**src/shared/fbod_pkg.sv**
```systemverilog
package fbod_pkg;
    // ------------------------------------------------------------------
    // pin widths and protect address bits
    // ------------------------------------------------------------------
    localparam int ADDR_W      = 20;
    localparam int DATA_W      = 8;
    localparam int BIT_SIX     = 6;
    localparam int BIT_ONE     = 1;
    localparam int BIT_ZERO    = 0;
    localparam int POLL_BIT    = 7;
    localparam int TOGGLE_BIT  = 6;

    // ------------------------------------------------------------------
    // timing in ns and derived clock counts (125 MHz, 8 ns)
    // ------------------------------------------------------------------
    localparam int CLK_NS            = 8;
    localparam int ADDR_ACCESS_NS    = 70;   // address_access_time
    localparam int SELECT_ACCESS_NS  = 70;   // select_access_time
    localparam int RESET_PULSE_NS    = 500;  // reset_pulse_min
    localparam int RESET_HIGH_NS     = 50;   // reset_high_to_read
    localparam int SETUP_NS          = 16;
    localparam int WRITE_PULSE_NS    = 40;
    localparam int GAP_NS            = 24;
    // least times round up
    localparam int ACCESS_CYC  = (ADDR_ACCESS_NS + CLK_NS - 1) / CLK_NS;
    localparam int SELECT_CYC  = (SELECT_ACCESS_NS + CLK_NS - 1) / CLK_NS;
    localparam int RST_CYC     = (RESET_PULSE_NS + CLK_NS - 1) / CLK_NS;
    localparam int RH_CYC      = (RESET_HIGH_NS + CLK_NS - 1) / CLK_NS;
    localparam int SETUP_CYC   = (SETUP_NS + CLK_NS - 1) / CLK_NS;
    localparam int WP_CYC      = (WRITE_PULSE_NS + CLK_NS - 1) / CLK_NS;
    localparam int GAP_CYC     = (GAP_NS + CLK_NS - 1) / CLK_NS;

    // ------------------------------------------------------------------
    // user command codes
    // ------------------------------------------------------------------
    typedef enum logic [2:0] {
        FBOD_OP_READ      = 3'h0,
        FBOD_OP_WRITE     = 3'h1,
        FBOD_OP_RESET     = 3'h2,
        FBOD_OP_PROTECT   = 3'h3,
        FBOD_OP_UNPROTECT = 3'h4,
        FBOD_OP_STANDBY   = 3'h5
    } fbod_op_t;

    typedef struct packed {
        fbod_op_t             op;
        logic [ADDR_W-1:0]    addr;
        logic [DATA_W-1:0]    data;
    } fbod_req_t;

    // control levels driven to the pins, all active low but high_volt
    typedef struct packed {
        logic chip_select_n;
        logic output_gate_n;
        logic write_strobe_n;
        logic hard_clear_n;
        logic high_volt;
    } fbod_ctl_t;

    localparam fbod_ctl_t CTL_IDLE = '{1'b1, 1'b1, 1'b1, 1'b1, 1'b0};
endpackage

```
**src/core/fbod_timer.sv**
```systemverilog
`timescale 1ns/10ps
// down counter: load a count, pulse done when it reaches one
module fbod_timer #(
    parameter int W = 8
) (
    input  wire logic         clk,
    input  wire logic         reset,
    input  wire logic         load,
    input  wire logic [W-1:0] count,
    output logic              busy,
    output logic              done
);
    logic [W-1:0] cnt_q;

    // ------------------------------------------------------------------
    // counter
    // ------------------------------------------------------------------
    assign busy = (cnt_q != '0);
    assign done = (cnt_q == W'(1));

    // load wins over counting so back-to-back phases stay exact
    always_ff @(posedge clk or posedge reset) begin
        if (reset) begin
            cnt_q <= '0;
        end else if (load) begin
            cnt_q <= count;
        end else if (busy) begin
            cnt_q <= cnt_q - W'(1);
        end
    end
endmodule // fbod_timer

```
**src/core/fbod_host.sv**
```systemverilog
`timescale 1ns/10ps
module fbod_host #(
    parameter int ADDR_W = fbod_pkg::ADDR_W,
    parameter int DATA_W = fbod_pkg::DATA_W
) (
    input  wire logic                clk,
    input  wire logic                reset,
    input  wire fbod_pkg::fbod_req_t req,
    input  wire logic                req_valid,
    output logic                     req_ready,
    output logic [DATA_W-1:0]        rsp_data,
    output logic                     rsp_valid,
    output logic                     op_done_seen,
    output fbod_pkg::fbod_ctl_t      ctl_pins,
    output logic [ADDR_W-1:0]        address_pins,
    output logic [DATA_W-1:0]        data_out,
    output logic                     data_oe,
    input  wire logic [DATA_W-1:0]   data_in,
    input  wire logic                op_done_flag
);
    // ------------------------------------------------------------------
    // parameter checks
    // ------------------------------------------------------------------
    localparam int TW = 8;

    // the reset, select and access phase counts must fit the timer width
    if (ADDR_W != fbod_pkg::ADDR_W || DATA_W != fbod_pkg::DATA_W ||
        fbod_pkg::RST_CYC >= 2**TW || fbod_pkg::SELECT_CYC >= 2**TW ||
        fbod_pkg::ACCESS_CYC >= 2**TW) begin : g_chk
        $error("fbod_host: pin widths or phase counts out of range");
    end

    typedef enum logic [2:0] {
        ST_IDLE  = 3'b000,
        ST_SETUP = 3'b001,
        ST_PULSE = 3'b011,
        ST_HOLD  = 3'b010,
        ST_RHIGH = 3'b110
    } fbod_state_t;

    fbod_state_t         state_q, state_d;
    fbod_pkg::fbod_req_t cur_q;
    fbod_pkg::fbod_ctl_t ctl_q, ctl_d;
    logic [ADDR_W-1:0]   addr_q;
    logic [DATA_W-1:0]   dout_q, rdata_q;
    logic                oe_q, rvalid_q, ready_q, done_q;
    logic                standby_q;
    logic                t_load, t_busy, t_done;
    logic [TW-1:0]       t_count;

    // ------------------------------------------------------------------
    // request decode
    // ------------------------------------------------------------------
    wire take     = ready_q && req_valid;
    wire is_read  = cur_q.op == fbod_pkg::FBOD_OP_READ;
    wire is_rst   = cur_q.op == fbod_pkg::FBOD_OP_RESET;
    wire is_prot  = cur_q.op == fbod_pkg::FBOD_OP_PROTECT ||
                    cur_q.op == fbod_pkg::FBOD_OP_UNPROTECT;
    wire is_sby   = cur_q.op == fbod_pkg::FBOD_OP_STANDBY;
    // op of the cycle: a fresh take must not see the last request's op
    wire fbod_pkg::fbod_op_t op_now = take ? req.op : cur_q.op;
    wire drv_now  = op_now == fbod_pkg::FBOD_OP_WRITE ||
                    op_now == fbod_pkg::FBOD_OP_PROTECT ||
                    op_now == fbod_pkg::FBOD_OP_UNPROTECT;
    // access after standby must cover select access time
    wire [TW-1:0] rd_cyc = standby_q ? TW'(fbod_pkg::SELECT_CYC)
                                     : TW'(fbod_pkg::ACCESS_CYC);

    // protect address: bit six picks direction, bits one/zero fixed
    function automatic logic [ADDR_W-1:0] prot_addr(
        input logic [ADDR_W-1:0] a, input logic unprot);
        logic [ADDR_W-1:0] r;
        r = a;
        r[fbod_pkg::BIT_SIX]  = unprot;
        r[fbod_pkg::BIT_ONE]  = 1'b1;
        r[fbod_pkg::BIT_ZERO] = 1'b0;
        return r;
    endfunction

    // control levels for the active phase of each operation
    function automatic fbod_pkg::fbod_ctl_t active_ctl(input fbod_pkg::fbod_op_t o);
        fbod_pkg::fbod_ctl_t c;
        c = fbod_pkg::CTL_IDLE;
        unique case (o)
            fbod_pkg::FBOD_OP_READ: begin
                c.chip_select_n = 1'b0;
                c.output_gate_n = 1'b0;
            end
            fbod_pkg::FBOD_OP_WRITE: begin
                c.chip_select_n  = 1'b0;
                c.write_strobe_n = 1'b0;
            end
            fbod_pkg::FBOD_OP_RESET: c.hard_clear_n = 1'b0;
            fbod_pkg::FBOD_OP_PROTECT, fbod_pkg::FBOD_OP_UNPROTECT: begin
                c.chip_select_n  = 1'b0;
                c.write_strobe_n = 1'b0;
                c.high_volt      = 1'b1;
            end
            default: c = fbod_pkg::CTL_IDLE; // standby, illegal codes
        endcase
        return c;
    endfunction

    // ------------------------------------------------------------------
    // phase timer
    // ------------------------------------------------------------------
    fbod_timer #(.W(TW)) u_timer (
        .clk   (clk),
        .reset (reset),
        .load  (t_load),
        .count (t_count),
        .busy  (t_busy),
        .done  (t_done)
    );

    // ------------------------------------------------------------------
    // sequencer: setup, pulse, hold, optional reset-high wait
    // ------------------------------------------------------------------
    always_comb begin
        state_d = state_q;
        ctl_d   = ctl_q;
        t_load  = 1'b0;
        t_count = '0;
        unique case (state_q)
            ST_IDLE: if (take) begin
                state_d = ST_SETUP;
                t_load  = 1'b1;
                t_count = TW'(fbod_pkg::SETUP_CYC);
                // high voltage set up before strobes
                ctl_d   = fbod_pkg::CTL_IDLE;
                ctl_d.high_volt = req.op == fbod_pkg::FBOD_OP_PROTECT ||
                                  req.op == fbod_pkg::FBOD_OP_UNPROTECT;
                ctl_d.chip_select_n = req.op == fbod_pkg::FBOD_OP_STANDBY;
            end
            ST_SETUP: if (t_done) begin
                state_d = ST_PULSE;
                ctl_d   = active_ctl(cur_q.op);
                t_load  = 1'b1;
                t_count = is_read ? rd_cyc
                        : is_rst ? TW'(fbod_pkg::RST_CYC)
                        : TW'(fbod_pkg::WP_CYC);
            end
            ST_PULSE: if (t_done) begin
                state_d = ST_HOLD;
                // strobes, gate and clear rise first; select and high voltage release after hold
                ctl_d   = fbod_pkg::CTL_IDLE;
                ctl_d.chip_select_n = is_sby;
                ctl_d.high_volt     = is_prot;
                t_load  = 1'b1;
                t_count = TW'(fbod_pkg::GAP_CYC);
            end
            ST_HOLD: if (t_done) begin
                ctl_d   = fbod_pkg::CTL_IDLE;
                t_load  = is_rst;
                t_count = TW'(fbod_pkg::RH_CYC);
                state_d = is_rst ? ST_RHIGH : ST_IDLE;
            end
            ST_RHIGH: if (t_done) begin
                state_d = ST_IDLE; // ready for a reissue
            end
            default: begin
                state_d = ST_IDLE;
                ctl_d   = fbod_pkg::CTL_IDLE;
            end
        endcase
    end

    // ------------------------------------------------------------------
    // state, pins and request registers
    // ------------------------------------------------------------------
    always_ff @(posedge clk or posedge reset) begin
        if (reset) begin
            state_q <= ST_IDLE;
            ctl_q   <= fbod_pkg::CTL_IDLE;
            cur_q   <= '0;
        end else begin
            state_q <= state_d;
            ctl_q   <= ctl_d;
            if (take) cur_q <= req;
        end
    end

    // address and data drive; data only in setup and pulse of write-type operations
    always_ff @(posedge clk or posedge reset) begin
        if (reset) begin
            addr_q <= '0;
            dout_q <= '0;
            oe_q   <= 1'b0;
        end else begin
            if (take) begin
                addr_q <= (req.op == fbod_pkg::FBOD_OP_PROTECT ||
                           req.op == fbod_pkg::FBOD_OP_UNPROTECT)
                        ? prot_addr(req.addr,
                              req.op == fbod_pkg::FBOD_OP_UNPROTECT)
                        : req.addr;
                dout_q <= req.data;
            end
            // never drive while the gate could be low
            oe_q <= (state_d == ST_SETUP || state_d == ST_PULSE) &&
                    ctl_d.output_gate_n && drv_now;
        end
    end

    // capture read data at the end of the access wait
    always_ff @(posedge clk or posedge reset) begin
        if (reset) begin
            rdata_q   <= '0;
            rvalid_q  <= 1'b0;
            ready_q   <= 1'b0;
            done_q    <= 1'b0;
            standby_q <= 1'b1;
        end else begin
            rvalid_q <= state_q == ST_PULSE && t_done && is_read;
            if (state_q == ST_PULSE && t_done && is_read) rdata_q <= data_in;
            ready_q  <= state_d == ST_IDLE && !take;
            done_q   <= op_done_flag;
            if (state_q == ST_PULSE && t_done)
                standby_q <= is_sby || is_rst;
        end
    end

    // ------------------------------------------------------------------
    // outputs
    // ------------------------------------------------------------------
    assign req_ready    = ready_q;
    assign rsp_data     = rdata_q;
    assign rsp_valid    = rvalid_q;
    assign op_done_seen = done_q;
    assign ctl_pins     = ctl_q;
    assign address_pins = addr_q;
    assign data_out     = dout_q;
    assign data_oe      = oe_q;

    // ------------------------------------------------------------------
    // assertions
    // ------------------------------------------------------------------
    a_no_gate_strobe: assert property (@(posedge clk) disable iff (reset)
        !(!ctl_q.output_gate_n && !ctl_q.write_strobe_n))
        else $error("gate and strobe low together");
    a_no_drive_gate: assert property (@(posedge clk) disable iff (reset)
        !(oe_q && !ctl_q.output_gate_n))
        else $error("host drives data while gate low");
    a_write_select: assert property (@(posedge clk) disable iff (reset)
        !ctl_q.write_strobe_n |-> !ctl_q.chip_select_n && ctl_q.output_gate_n)
        else $error("write strobe without select");
    a_read_clear: assert property (@(posedge clk) disable iff (reset)
        !ctl_q.output_gate_n |-> ctl_q.hard_clear_n && !ctl_q.chip_select_n)
        else $error("read while clear low");
    a_reset_width: assert property (@(posedge clk) disable iff (reset)
        $fell(ctl_q.hard_clear_n) |-> !ctl_q.hard_clear_n [*8])
        else $error("reset pulse too short");
    a_rh_wait: assert property (@(posedge clk) disable iff (reset)
        $rose(ctl_q.hard_clear_n) |-> !req_ready [*7])
        else $error("request taken before reset-high delay");
    a_prot_volt: assert property (@(posedge clk) disable iff (reset)
        (!ctl_q.write_strobe_n && ctl_q.high_volt) |->
            address_pins[fbod_pkg::BIT_ONE] && !address_pins[fbod_pkg::BIT_ZERO])
        else $error("protect address bits wrong");
    a_read_resp: assert property (@(posedge clk) disable iff (reset)
        $fell(ctl_q.output_gate_n) |-> ##[9:10] rsp_valid)
        else $error("read answer off time");

    c_read:    cover property (@(posedge clk) disable iff (reset) rsp_valid);
    c_write:   cover property (@(posedge clk) disable iff (reset)
        $fell(ctl_q.write_strobe_n) && !ctl_q.high_volt);
    c_reset:   cover property (@(posedge clk) disable iff (reset)
        $fell(ctl_q.hard_clear_n));
    c_protect: cover property (@(posedge clk) disable iff (reset)
        $fell(ctl_q.write_strobe_n) && ctl_q.high_volt);
endmodule // fbod_host

```
**config.mk**
```make
export PLATFORM = sky130hd
export DESIGN_NAME = fbod_host
export DESIGN_NICKNAME = d
export VERILOG_FILES = /design/src/shared/fbod_pkg.sv /design/src/core/fbod_timer.sv /design/src/core/fbod_host.sv
export SDC_FILE = /design/constraint.sdc
export NUM_CORES = 1
export LEC_CHECK = 0
export BUFFER_PORTS_ARGS = -buffer_cell sky130_fd_sc_hd__buf_2
export CAP_MARGIN = 20
export CORE_UTILIZATION = 30
export CTS_BUF_LIST = sky130_fd_sc_hd__clkbuf_4 sky130_fd_sc_hd__clkbuf_8 sky130_fd_sc_hd__clkbuf_16
export DETAILED_ROUTE_END_ITERATION = 7
export PLACE_DENSITY_LB_ADDON = 0.25
export SYNTH_ARGS = -nofsm -noshare
export SYNTH_HDL_FRONTEND = slang
export SYNTH_SLANG_ARGS = --single-unit
```
**constraint.sdc**
```tcl
create_clock -name clk -period 5.3 [get_ports clk]
set_input_delay 0.53 -clock clk [delete_from_list [all_inputs] [get_ports clk]]
set_output_delay 0.53 -clock clk [all_outputs]
set_load 0.02 [all_outputs]
```
* Yosys cells after proc, flatten, opt, wreduce, memory -nomap -nowiden
Index checks and enable logic that the tools add are counted.
Storage, ports and cells: bits in registers 59, input bits 43, output and inout bits 45, word-level logic and storage cells 93
Operators by class: add/sub/neg operators 1, eq/ne operators 22, multiplexer cells 32, bitwise logic cells 1, reduce and logical (&&, ||, !) cells 22
Operators with widths (count):
- $pmux 5 s5 | 1
- $mux 3 | 8
- $pmux 6 s4 | 1
- $eq 3x2->1 const B | 7
- $mux 5 | 4
- $eq 3x3->1 const B | 6
- $mux 6 | 3
- $mux 8 | 2
- $pmux 3 s5 | 1
- $eq 3x1->1 const B | 4
- $logic_not 3->1 | 3
- $eq 8x1->1 const B | 1
- $mux 1 | 8
- $ne 2x2->1 const B | 4
- $reduce_bool 8->1 | 1
- $sub 8x1->8 const B | 1
- $mux 7 | 1
- $logic_and 1x1->1 | 6
- $logic_or 1x1->1 | 5
- $reduce_and 5->1 | 1
- $mux 2 | 2
- $reduce_or 2->1 | 2
- $reduce_or 4->1 | 1
- $pmux 1 s3 | 1
- 4 further kinds | 4

* Depth between registers and ports, before layout
word-level depth 8, depth in mapped cells 7, depth with buffers taken out 6

* Cells and area by module
From an unflattened synthesis, not the netlist that was laid out.
Unflattened totals: cells, all modules 239, area total of the unflattened synthesis 2806.4 um^2
By module, submodules not included:
- fbod_host | times used 1, cells an instance 178, area an instance 2252.2 um^2, sequential area each 1281.2 um^2
- fbod_timer | times used 1, cells an instance 61, area an instance 554.3 um^2, sequential area each 200.2 um^2

* Least setup slack after synthesis
No wires, ideal clock.
path type register -> register, start register u_timer.cnt_q[1], end register rdata_q[0], in the netlist rsp_data[0], library setup time 0.125 ns, arrival time 1.988 ns, path slack 3.187 ns, stages on the path, launching flop included 8, buffers on the path 1, cell sequence dfrtp_1 -> inv_1 -> ha_1 -> nor3b_2 -> nand2_2 -> or4_4 -> buf_6 -> mux2_4
Between the ends: word-level cells in the longest chain between the ends 3
RTL lines:
- start, declared | line fbod_timer.sv:13 | logic [W-1:0] cnt_q;
- start signal, assigned | line fbod_timer.sv:26 | cnt_q <= count;
- start signal, assigned | line fbod_timer.sv:28 | cnt_q <= cnt_q - W'(1);
- $eq 8x1->1 | line fbod_timer.sv:19 | assign done = (cnt_q == W'(1));
- $logic_and 1x1->1
- $logic_and 1x1->1 | line fbod_host.sv:214 | if (state_q == ST_PULSE && t_done && is_read) rdata_q <= data_in;
- end signal, assigned | line fbod_host.sv:214
- end, declared | line fbod_host.sv:45 | logic [DATA_W-1:0] dout_q, rdata_q;
Every way passes these cells. A chain may end at the register's enable or synchronous reset.

* Worst setup path after layout
start register u_timer.cnt_q[4], end register rdata_q[7], in the netlist rsp_data[7]
The elaborated chain is that of the path after synthesis.

==> results.tsv <==
stage	metric	value	unit
outcome	status	finished with violations	
outcome	failing checks	DRC	
clock_network	Skew-Pair Late Insertion Delay	340	ps
placed_design	number of placed cells counting well taps	412	
layout	design area	3470	um^2
yosys	share of synthesized flip-flops with an asynchronous set or reset	1.00	
yosys	Synth Area in Compound Gates	0.114	
yosys	Synth area leaders	dfrtp_1 (50%), mux2_2 (12%), mux2_4 (4.4%)	
placed_design	Detail Placement HPWL	4190	um
routing	vias per inst	4.80	
layout	Final nets	361	
timing	Slew Viols, Final	0	
timing	skew final	10.0	ps
setup_path	CP Data Arrival Time	2880	ps
layout	post-route non-filler standard cell count	428	
layout	layout cells sized above 1	0.481	
yosys	Post-Synth XOR/XNOR Area	0.0191	
setup_path	endpoint class of the critical path	flop	
global_routing	initial antenna violation count	0	
yosys	Mapped Cells	226	
setup_path	critical-path cell list	nor4_2, nand2_2, or4_4, mux2_4	
clock_network	Root Buffer	clkbuf_8	
yosys	count leader, synth	dfrtp_1	
power_and_ir_drop	Pwr Total	2.05	mW
yosys	Avg Cell Area, Syn	12.2	um^2
timing	FMAX	376	MHz
clock_network	CTS Hold Bufs	0	
setup_path	worst path bufs/invs	0	
global_routing	met3 Usage GRT	0.0612	
layout	Ant. Diodes	0	
clock_network	CTS tree	yes	
yosys	Yosys reg bits	59	
timing	RSZ-0062 raised after global routing	false	
routing	initial DRC count	103	
global_routing	Tot GR Track Use	0.135	
setup_path	R2R Setup Slk	2640	ps
yosys	Synth area leader	dfrtp_1	
global_routing	vias in the first global route	2134	
floorplanning	Rows	34	
timing	setup TNS	0	ps
clock_network	Longest Clk Path Bufs	2	
global_routing	largest net degree at the start of global routing	60	
power_and_ir_drop	Power Density	591	nW/um^2
yosys	adder-cell share of the synthesized area	0.0137	
yosys	Distinct cells, synth	50	
clock_network	post-CTS setup buffers	0	
global_routing	global route hottest layer	met2	
yosys	Post-synth EDFFs	0	
clock_network	H-Tree Depth	3	
routing	detailed-route via count	2056	
timing	actual slew at the worst max-slew pin	893	ps
setup_path	Setup Crit Path Kind	flop to flop	
run	max-cap violations	0	
setup_path	Worst Setup SP	u_timer.cnt_q[4]$_DFFE_PP0P_	
yosys	mux cell area share after synthesis	0.166	
floorplanning	Chip Width	97.7	um
clock_network	TritonCTS Buffers	9	
floorplanning	die area	9550	um^2
global_routing	grt met2 use	0.208	
floorplanning	Initial Utilization	0.312	
placed_design	area post-placement	3280	um^2
placed_design	PortBufs	87	
floorplanning	Die Ht	97.7	um
setup_path	Crit path max-delay family	simple AND/OR/NAND/NOR gates	
power_and_ir_drop	Static Leak	1.61	nW
setup_path	max incr delay on CP	820	ps
layout	Area Growth Syn to Fin	26.1	%
clock_network	cts repair resizes	0	
setup_path	critical-path maximum fanout	11	
global_routing	M1 GR Usage	0.168	
routing	first-pass detailed-route iteration total	6	
placed_design	GP Congestion	0.875	
timing	Slew Limit Headroom	0.400	
timing	min Tclk post-route	2660	ps
layout	Final Core Density	0.394	
floorplanning	IO Pins	88	
timing	final setup margin	2640	ps
timing	crit share post-route	0.502	
global_routing	first-pass GRT wire length	10000	um
routing	DRC errors left	10	
power_and_ir_drop	Max VDD drop	0.216	mV
routing	WL final	6010	um
min_path	hold wc startpoint	op_done_flag	
yosys	Seq/Total Area, Yosys	0.539	
floorplanning	core area	8810	um^2
setup_path	critical path required time	5510	ps
yosys	main combinational cell family by area after synthesis	multiplexers	
placed_design	Setup WS pre-CTS	2660	ps
clock_network	Reg clk slew, reported paths	60	ps
yosys	ys flop type	dfrtp_1	
min_path	Worst Hold Class	input port to flop	
yosys	Mapped Nets	272	
timing	Hold WS	298	ps
setup_path	Slowest-stage cell, CP	nor4_2	
yosys	Simple-Gate Fraction of Synth Area	0.118	
routing	wire length per cell	14.0	um
routing	Detail Route Antenna Nets	0	
yosys	YS warnings	0	
setup_path	Startpoint Class	flop	
yosys	Post-synth top cells	dfrtp_1 (55), mux2_2 (29), nor2_1 (10)	
yosys	Synth Cell Area	2750	um^2
setup_path	reg-to-reg startpoint	u_timer.cnt_q[4]$_DFFE_PP0P_	
timing	final setup fails	0	
yosys	top-area cell type share of the netlist area	0.501	
clock_network	clk sink count	59	
timing	Final Hold Vio Count	0	
global_routing	GRT overflow	0	
-- where the power goes --
group | leakage, nW | switching, mW | internal [mW] | total (mW)
Clock | 0.100 | 0.169 | 0.203 | 0.373
Sequential | 0.702 | 0.149 | 0.651 | 0.799
Combinational | 0.806 | 0.491 | 0.384 | 0.875
Total | 1.61 | 0.809 | 1.24 | 2.05
-- sequential cells by signal (all words and copies together), names as in the netlist --
| name | count |
|---|---|
| state_q | 3 |
| ctl_pins | 5 |
| u_timer.cnt_q | 8 |
| cur_q | 3 |
| req_ready | 1 |
| address_pins | 20 |
| data_out | 8 |
| op_done_seen | 1 |
| data_oe | 1 |
| rsp_data | 8 |
| rsp_valid | 1 |
-- routing by layer --
metal,up-vias,routed length (um),share of wire
li1,998,-,-
met1,975,2770,0.46
met2,73,2720,0.45
met3,10,444,0.074
met4,0,72,0.012
met5,-,0,0
-- placed cells by master (no fill, tap or decap), drive strengths merged, types with 2 or more instances in the layout --
cell type	instances
buf	89
xnor2	5
nand4	3
o21a	3
o21ai	8
or3	3
and2	2
a21boi	2
mux2	37
nor2	10
nand2	10
o32a	4
nor2b	6
nor3b	5
ha	3
nor3	2
o31ai	2
a211oi	2
nand3b	3
a21oi	8
o22ai	4
clkbuf	13
inv	9
nor4	2
dfrtp	55
clkinv	3
and3	2
dfstp	4
o221ai	2
nand3	4
-- cell type report --
type | instances | area, um^2
Clock buffer | 13 | 166
Clock inverter | 3 | 15.0
Fill cell | 870 | 5340
Inverter | 9 | 33.8
Multi-Input combinational cell | 147 | 1180
Sequential cell | 59 | 1480
Tap cell | 108 | 135
Timing Repair Buffer | 89 | 450
-- logic make-up after synthesis --
group	Yosys count
xor gates and xnor gates	6
DFF	59
muxes	38
AOI/OAI and AO/OA	44
buffers and inverters	20
and+or+nand+nor	56
adders and majority gates	3
-- path summary, 6_finish.rpt --
check / cells after the start / to
worst max register to register: 4 / rsp_data[7]$_DFFE_PP0P_
worst max-delay path: 4 / rsp_data[7]$_DFFE_PP0P_
worst min-delay path: 1 / op_done_seen$_DFF_PP0_
min in group asynchronous: 3 / address_pins[1]$_DFFE_PP0P_
worst min register to register: 2 / address_pins[0]$_DFFE_PP0P_
max in group asynchronous: 3 / u_timer.cnt_q[7]$_DFFE_PP0P_
Note: power is estimated with default switching activity, not from simulation.
